**config.mk**
```make
export PLATFORM = sky130hd
export DESIGN_NAME = sdh_regs
export DESIGN_NICKNAME = d
export VERILOG_FILES = /design/src/rtl/sdh_pkg.sv /design/src/rtl/sdh_regs.sv
export SDC_FILE = /design/constraint.sdc
export NUM_CORES = 1
export LEC_CHECK = 0
export BUFFER_PORTS_ARGS = -buffer_cell sky130_fd_sc_hd__buf_2
export CAP_MARGIN = 20
export CORE_ASPECT_RATIO = 0.75
export CORE_MARGIN = 3
export CORE_UTILIZATION = 47
export DETAILED_ROUTE_END_ITERATION = 8
export GPL_TIMING_DRIVEN = 0
export PLACE_DENSITY = 0.71
export SKIP_LAST_GASP = 1
export SYNTH_ARGS = -nofsm -noshare
export SYNTH_HDL_FRONTEND = slang
export SYNTH_SLANG_ARGS = --single-unit
```
**constraint.sdc**
```tcl
create_clock -name clk_i -period 4.1 [get_ports clk_i]
set_clock_uncertainty 0.05 [all_clocks]
set_input_delay 0.205 -clock clk_i [delete_from_list [all_inputs] [get_ports clk_i]]
set_output_delay 0.205 -clock clk_i [all_outputs]
set_load 0.01 [all_outputs]
```
**src/rtl/sdh_pkg.sv**
```systemverilog
// Package of register map, field layout and carrier types for the card host config block
package sdh_pkg;
  // ****************************
  // Register byte offsets
  // ****************************
  localparam logic [7:0] ADR_RAW = 8'h00; // Latched raw sources, read only
  localparam logic [7:0] ADR_MASK = 8'h04; // Source mask, 1 masks
  localparam logic [7:0] ADR_CLR = 8'h08; // Source clear, write only
  localparam logic [7:0] ADR_RATE = 8'h0C; // Card clock rate
  localparam logic [7:0] ADR_CFG = 8'h10; // Interface configuration
  // ****************************
  // Sizes and reset values
  // ****************************
  localparam int NSRC = 18; // Interrupt sources
  localparam logic [17:0] MASK_RST = 18'h3FFFF; // All sources masked
  localparam logic [31:0] RATE_RST = 32'h80000000; // Clock disabled
  localparam logic [31:0] CFG_RST = 32'h00000000; // All off
  localparam logic [15:0] DIV_MIN = 16'h0002; // Smallest valid divide
  localparam int DLY_TAPS = 16; // Taps of the delay line
  // ****************************
  // Field positions
  // ****************************
  localparam int RATE_DIS = 31; // Clock disable bit
  localparam int RATE_DLY = 16; // Delay field, 4 bits
  localparam int RATE_DIV = 0; // Divider field, 16 bits
  localparam int CFG_DW = 12; // Data width, 2 bits
  localparam int CFG_TXS = 8; // Tx access width, 2 bits
  localparam int CFG_RXS = 6; // Rx access width, 2 bits
  localparam int CFG_EN = 5; // Interface enable
  localparam int CFG_BS = 0; // Block size exponent, 4 bits
  // ****************************
  // Carrier types
  // ****************************
  // Configuration seen by the data path
  typedef struct packed {
    logic [1:0] dw; // Card bus width code
    logic [1:0] txs; // Tx fifo access width code
    logic [1:0] rxs; // Rx fifo access width code
    logic en; // Interface enable
    logic [3:0] bs; // Block size exponent
  } sdh_cfg_t;
  // Transfer chunking request
  typedef struct packed {
    logic start; // Load a new transfer
    logic [15:0] len; // Length in bytes
    logic step; // One byte moved
  } sdh_xfer_t;
endpackage

```
**src/rtl/sdh_regs.sv**
```systemverilog
// Register bank, card clock generator and block chunker of the card host
`timescale 1ns/1ps
`default_nettype none
// Notes on behaviour
// RQ1: Writing one to clear bit clears source
// RQ2: Zero or upper bits leave sources alone
// RQ3: Disable bit stops clock, output held low
// RQ4: Rate register resets with disable set
// RQ5: Software programs divider before enabling clock
// RQ6: Software stops clock before changing divider
// RQ7: Card clock is PLL clock over divider
// RQ8: Only divider two or more runs clock
// RQ9: Output clock delayed by delay field taps
// RQ10: Width code gives one, four, eight lines
// RQ11: Tx size code sets write access width
// RQ12: Rx size code sets read access width
// RQ13: Software flushes fifo after width change
// RQ14: Enable clear holds interface inoperative
// RQ15: Block size is two to the n; code gives zero bytes for n of zero
// RQ16: Long transfers split into block chunks
// RQ17: Mask register gates each source, one masks
// RQ18: Clock changes applied only in low phase
module sdh_regs #(
  parameter int NSRC = sdh_pkg::NSRC
) (
  input wire logic clk_i,
  input wire logic rst_i,
  input wire logic wb_cyc_i,
  input wire logic wb_stb_i,
  input wire logic wb_we_i,
  input wire logic [7:0] wb_adr_i,
  input wire logic [3:0] wb_sel_i,
  input wire logic [31:0] wb_dat_i,
  output logic [31:0] wb_dat_o,
  output logic wb_ack_o,
  input wire logic [NSRC-1:0] src_evt_i,
  output logic irq_o,
  output logic card_clk_o,
  output sdh_pkg::sdh_cfg_t cfg_o,
  output logic [3:0] card_lines_o,
  output logic [16:0] blk_bytes_o,
  input wire sdh_pkg::sdh_xfer_t xfer_i,
  output logic blk_end_o,
  output logic xfer_done_o,
  output logic xfer_busy_o
);
  // ****************************
  // State
  // ****************************
  typedef struct packed {
    logic ack; // Bus answer
    logic [31:0] dat; // Read data
    logic [NSRC-1:0] raw; // Latched sources
    logic [NSRC-1:0] mask; // Source mask
    logic irq; // Interrupt level
    logic dis; // Clock disable
    logic [3:0] dly; // Output delay taps
    logic [15:0] div; // Programmed divider
    sdh_pkg::sdh_cfg_t cfg; // Configuration
    logic [15:0] adiv; // Divider in use
    logic [15:0] cnt; // Divider phase
    logic run; // Clock running
    logic sclk; // Undelayed card clock
    logic [sdh_pkg::DLY_TAPS-1:0] line; // Delay line
    logic cko; // Delayed card clock
    logic [3:0] lanes; // Active data lines
    logic [16:0] bsize; // Block bytes
    logic [16:0] bcnt; // Bytes in block
    logic [15:0] left; // Bytes left
    logic busy; // Transfer in progress
    logic blk_end; // Block boundary pulse
    logic done; // Transfer end pulse
  } sdh_st_t;

  sdh_st_t st_r; // Registered state
  sdh_st_t st_nxt; // Next state
  logic req; // Bus request present
  logic wr; // Write takes effect now
  logic [31:0] wm; // Byte lane mask
  logic [NSRC-1:0] clr; // Clear strobes
  logic [31:0] rate_rd; // Rate register view
  logic [31:0] cfg_rd; // Config register view
  logic wrap; // End of a low phase

  // Bus decode helpers
  always_comb begin
    req = wb_cyc_i & wb_stb_i;
    wr = req & wb_we_i & st_r.ack;
    wm = {{8{wb_sel_i[3]}}, {8{wb_sel_i[2]}}, {8{wb_sel_i[1]}}, {8{wb_sel_i[0]}}};
    clr = '0;
    if (wr && wb_adr_i == sdh_pkg::ADR_CLR) begin
      clr = wb_dat_i[NSRC-1:0] & wm[NSRC-1:0]; // RQ1 RQ2
    end
    rate_rd = '0;
    rate_rd[sdh_pkg::RATE_DIS] = st_r.dis;
    rate_rd[sdh_pkg::RATE_DLY +: 4] = st_r.dly;
    rate_rd[sdh_pkg::RATE_DIV +: 16] = st_r.div;
    cfg_rd = '0;
    cfg_rd[sdh_pkg::CFG_DW +: 2] = st_r.cfg.dw;
    cfg_rd[sdh_pkg::CFG_TXS +: 2] = st_r.cfg.txs;
    cfg_rd[sdh_pkg::CFG_RXS +: 2] = st_r.cfg.rxs;
    cfg_rd[sdh_pkg::CFG_EN] = st_r.cfg.en;
    cfg_rd[sdh_pkg::CFG_BS +: 4] = st_r.cfg.bs;
    wrap = st_r.cnt == st_r.adiv - 16'h0001;
  end

  // ****************************
  // Next state
  // ****************************
  always_comb begin
    logic [31:0] nv;
    nv = '0;
    st_nxt = st_r;
    // Bus answer one cycle after request, then dropped
    st_nxt.ack = req & ~st_r.ack;
    if (req && !st_r.ack) begin
      case (wb_adr_i)
        sdh_pkg::ADR_RAW: st_nxt.dat = 32'(st_r.raw);
        sdh_pkg::ADR_MASK: st_nxt.dat = 32'(st_r.mask);
        sdh_pkg::ADR_RATE: st_nxt.dat = rate_rd;
        sdh_pkg::ADR_CFG: st_nxt.dat = cfg_rd;
        default: st_nxt.dat = 32'h00000000; // Clear and unmapped read zero
      endcase
    end
    // Register writes with byte lanes
    if (wr) begin
      case (wb_adr_i)
        sdh_pkg::ADR_MASK: begin
          nv = (32'(st_r.mask) & ~wm) | (wb_dat_i & wm);
          st_nxt.mask = nv[NSRC-1:0]; // RQ17
        end
        sdh_pkg::ADR_RATE: begin
          nv = (rate_rd & ~wm) | (wb_dat_i & wm);
          st_nxt.dis = nv[sdh_pkg::RATE_DIS];
          st_nxt.dly = nv[sdh_pkg::RATE_DLY +: 4];
          st_nxt.div = nv[sdh_pkg::RATE_DIV +: 16];
        end
        sdh_pkg::ADR_CFG: begin
          nv = (cfg_rd & ~wm) | (wb_dat_i & wm);
          st_nxt.cfg.dw = nv[sdh_pkg::CFG_DW +: 2];
          st_nxt.cfg.txs = nv[sdh_pkg::CFG_TXS +: 2]; // RQ11
          st_nxt.cfg.rxs = nv[sdh_pkg::CFG_RXS +: 2]; // RQ12
          st_nxt.cfg.en = nv[sdh_pkg::CFG_EN];
          st_nxt.cfg.bs = nv[sdh_pkg::CFG_BS +: 4];
        end
        default: begin
          nv = '0; // Raw, clear and unmapped keep no state
        end
      endcase
    end
    // Sticky sources, a new event wins over a clear
    st_nxt.raw = (st_r.raw & ~clr) | src_evt_i; // RQ1 RQ2
    st_nxt.irq = |(st_nxt.raw & ~st_nxt.mask); // RQ17
    // Card clock: reload only while stopped or at end of low phase
    if (!st_r.run || wrap) begin
      st_nxt.cnt = 16'h0000; // RQ18
      st_nxt.adiv = st_r.div; // RQ7
      st_nxt.run = !st_r.dis && st_r.cfg.en && st_r.div >= sdh_pkg::DIV_MIN; // RQ3 RQ8 RQ14
    end else begin
      st_nxt.cnt = st_r.cnt + 16'h0001;
    end
    // High for the first half of each period
    st_nxt.sclk = st_nxt.run && st_nxt.cnt < (st_nxt.adiv >> 1); // RQ7 RQ3
    // Delay line toward the pin
    st_nxt.line = {st_r.line[sdh_pkg::DLY_TAPS-2:0], st_r.sclk};
    if (st_r.dly == 4'h0) begin
      st_nxt.cko = st_r.sclk; // RQ9
    end else begin
      st_nxt.cko = st_r.line[st_r.dly - 4'h1]; // RQ9
    end
    // Data lines from width code
    case (st_nxt.cfg.dw)
      2'h0: st_nxt.lanes = 4'h1; // RQ10
      2'h1: st_nxt.lanes = 4'h4; // RQ10
      2'h2: st_nxt.lanes = 4'h8; // RQ10
      default: st_nxt.lanes = 4'h0; // Reserved code
    endcase
    // Block size, reserved code reads zero bytes
    if (st_nxt.cfg.bs == 4'h0) begin
      st_nxt.bsize = 17'h00000; // RQ15
    end else begin
      st_nxt.bsize = 17'h00001 << st_nxt.cfg.bs; // RQ15
    end
    // Chunking of a transfer into blocks
    st_nxt.blk_end = 1'b0;
    st_nxt.done = 1'b0;
    if (!st_r.cfg.en) begin
      st_nxt.busy = 1'b0; // RQ14
      st_nxt.bcnt = 17'h00000;
    end else if (xfer_i.start && xfer_i.len != 16'h0000) begin
      st_nxt.busy = 1'b1;
      st_nxt.left = xfer_i.len;
      st_nxt.bcnt = 17'h00000;
    end else if (st_r.busy && xfer_i.step) begin
      st_nxt.left = st_r.left - 16'h0001;
      st_nxt.bcnt = st_r.bcnt + 17'h00001;
      if (st_r.bcnt + 17'h00001 >= st_r.bsize || st_r.left == 16'h0001) begin
        st_nxt.blk_end = 1'b1; // RQ16
        st_nxt.bcnt = 17'h00000;
      end
      if (st_r.left == 16'h0001) begin
        st_nxt.done = 1'b1;
        st_nxt.busy = 1'b0;
      end
    end
  end

  // ****************************
  // State register
  // ****************************
  always_ff @(posedge clk_i) begin
    if (rst_i) begin
      st_r <= '0;
      st_r.mask <= sdh_pkg::MASK_RST[NSRC-1:0];
      st_r.dis <= sdh_pkg::RATE_RST[sdh_pkg::RATE_DIS]; // RQ4
      st_r.dly <= sdh_pkg::RATE_RST[sdh_pkg::RATE_DLY +: 4];
      st_r.div <= sdh_pkg::RATE_RST[sdh_pkg::RATE_DIV +: 16];
      st_r.cfg <= sdh_pkg::CFG_RST[10:0];
      st_r.lanes <= 4'h1;
    end else begin
      st_r <= st_nxt;
    end
  end

  // Outputs straight from the state flops
  assign wb_dat_o = st_r.dat;
  assign wb_ack_o = st_r.ack;
  assign irq_o = st_r.irq;
  assign card_clk_o = st_r.cko;
  assign cfg_o = st_r.cfg;
  assign card_lines_o = st_r.lanes;
  assign blk_bytes_o = st_r.bsize;
  assign blk_end_o = st_r.blk_end;
  assign xfer_done_o = st_r.done;
  assign xfer_busy_o = st_r.busy;
endmodule
`default_nettype wire

```
==> impl_metrics.yaml <==
die:
  die_area_um2: 24100
  die-width_um: 178
  core_area_um2: 21500
  die_h_um: 135
  io_pins: 155
  row_count: 46
  start_util_pct: 48.6
final_layout:
  synthToLayoutAreaGrowth_pct: 19.7
  fin_nets: 1631
  n_antenna_cell: 0
  fin_util_pct: 58.2
  final_cell_count_no_fill: 1809
  layout-drive-gt1-share_pct: 18.3
clock_network:
  cts.clk_slew.worst_paths_ps: 70
  cts_tree: "built"
  cts_buffer_depth: 2
  cts-root-buf: "clkbuf_16"
  htree_levels: 4
  cts_buffers: 17
  clk_latency_ps: 440
  clock_sinks: 197
sta:
  fin_crit_sh_pct: 107
  period_minus_slack_ps: 4380
  setup_slack_ps: -280
  fmaxAchievable_mhz: 228
  finalSetupViolations: 1
  drv_slew: 0
  slew_headroom_pct: 45.8
  hold_viol: 0
  rsz0062_at_grt: "true"
  tightestPinTransition_ps: 812
  setup-tns-final_ps: -280
synthesis:
  syn_area_per_cell_um2: 7.92
  synth_seq_cells: 197
  synth_cell_types: 66
  synth-edff-count: 0
  synth_area_um2: 10400
  ys_async_sr_fraction_pct: 0
  synth_top_area_share_pct: 37.8
  synthTopCellsByArea: "dfxtp_1 (38%), a21oi_1 (6.7%), nor2_1 (6.1%)"
  synth_common_cells: "dfxtp_1 (197), nor2_1 (169), nand2_1 (163)"
  synthCells: 1318
  synth_top_area_cell: "dfxtp_1"
  ys_seq_area_share_pct: 37.8
  yosys.cell_count.top_type: "dfxtp_1"
  synth_ff_type: "dfxtp_1"
  ys_warn_count: 0
placement:
  hpwl_mm: 24.1
  dp_cells: 1744
  io_buffers: 125
  gp_congestion: 0.936
global_route:
  grt_usage_pct: 25.8
  grt.overflow.total: 0
  grt_max_degree: 17
  antenna_found_initial: 0
  grt_pass1_wl_mm: 48.4
  first_global_vias: 9065
status:
  status: "finished with violations"
  violations: "negative setup slack"
setup_path:
  endpoint_kind: "flip-flop"
  worstPathRequired_ps: 4410
  critPathKind: "reg -> reg"
  crit_fanout: 9
  critPathArrivalTime_ps: 4690
  cp-start-kind: "flip-flop"
power:
  total_power_mw: 3.76
  p_leak_nw: 5.09
  max-vdd-ir-drop_v: 0.000280
  cellPowerDensity_nw_per_um2: 301
run:
  max_cap_violations: 0
drt:
  drtIter0Drc: 1195
  wl_mm: 31.7
  first_pass_iters: 7
  ant_nets: 0
  drt-vias-per-instance: 5.63
  wl_per_cell_um: 17.5
  route.detailed.drc: 0
  vias: 10200
min_path:
  min_path_type: "in -> reg"
-- final cells by class --
class | instances | area [um2]
Multi-Input combinational cell | 969 | 5780
Clock buffer | 20 | 457
Tap cell | 288 | 360
Fill cell | 1982 | 8970
Clock inverter | 10 | 97.6
Sequential cell | 197 | 3950
Inverter | 33 | 124
Timing Repair Buffer | 161 | 953
Buffer | 131 | 777
-- final timing paths --
path                         startpoint               endpoint  slack (ps)  cells after the start
hold / removal              wb_dat_i[9]              flip-flop          10                      3
hold reg to reg   st_r[35]$_SDFFE_PP0P_  st_r[35]$_SDFFE_PP0P_         410                      2
setup reg to reg    st_r[97]$_SDFF_PP0_  st_nxt[58]$_SDFF_PP0_        -280                     17
setup / recovery    st_r[97]$_SDFF_PP0_  st_nxt[58]$_SDFF_PP0_        -280                     17
-- cell usage in the layout (no fill, tap or decap), types with 7 or more instances in the layout --
master and instances:
nand2_1 163, conb_1 14, nor2_1 168, buf_4 78
nand4_1 17, a31oi_1 11, nand3b_1 14, and2_1 12
dfxtp_1 195, buf_2 128, clkbuf_1 54, and3_1 15
xnor2_1 32, xor2_1 20, a21oi_1 138, a21o_1 9
clkbuf_16 17, nand3_1 38, nand2b_1 8, dlygate4sd3_1 23
nor2b_1 23, nor3_1 29, inv_1 32, o21ai_0 55
mux2i_1 40, a22oi_1 9, ha_1 35, o21a_1 7
nor4_1 19
-- metal layers --
metal / track usage [%] / vias up / part of all wire (%)
met3: 5.68 / 47 / 10
li1: - / 4883 / -
met2: 36.0 / 504 / 40
met1: 39.9 / 4755 / 48
met4: 5.93 / 0 / 1.5
met5: 0 / - / 0
-- worst max-delay path, stage by stage, from the launching register on --
cell	delay [ps]
dfxtp_4	340
or3_4	380
buf_6	120
or4_4	490
a2111oi_4	380
o2111ai_2	150
or4_4	480
o21a_1	220
buf_6	130
buf_12	140
mux2i_1	220
ha_1	300
a21o_1	180
a21o_1	170
a21oi_1	150
or3_1	140
o211ai_1	110
a21oi_2	160
-- cell families after synthesis --
logic type	after synthesis	share of synthesized area (%)
buffers and inverters	165	8.50
other	1	0.0359
AOI/OAI and AO/OA	276	15.4
and+or+nand+nor	541	24.1
muxes	50	5.51
adders and majority gates	36	4.31
xor gates and xnor gates	52	4.36
DFF	197	37.8
-- metrics by stage --
| stage | hold WS (ps) | setup slack (ps) | area, um2 |
|---|---|---|---|
| 6_report | 13.0 | -280 | 12500 |
| 5_1_grt | 7.95 | -486 | 12500 |
| 4_1_cts | 0.364 | -349 | 12400 |
| 3_5_place_dp | 393 | -736 | 11500 |
| 3_3_place_gp | 385 | -683 | 11500 |
| 2_1_floorplan | 261 | 8.28 | 10500 |
-- report_power, final --
group | internal, mW | switching [mW]
combinational | 0.0748 | 0.120
sequential | 1.93 | 0.0105
clock | 0.869 | 0.758
total | 2.87 | 0.888
-- timing repair --
action / in CTS / in global routing
hold buffers: 23 / 0
pin swaps: 9 / 6
endpoints found under the setup margin: 2 / 18
resized for setup: 25 / 12
endpoints found under the hold margin: 24 / 0
buffers inserted: 9 / 4
Note: power is estimated with default switching activity, not from simulation.
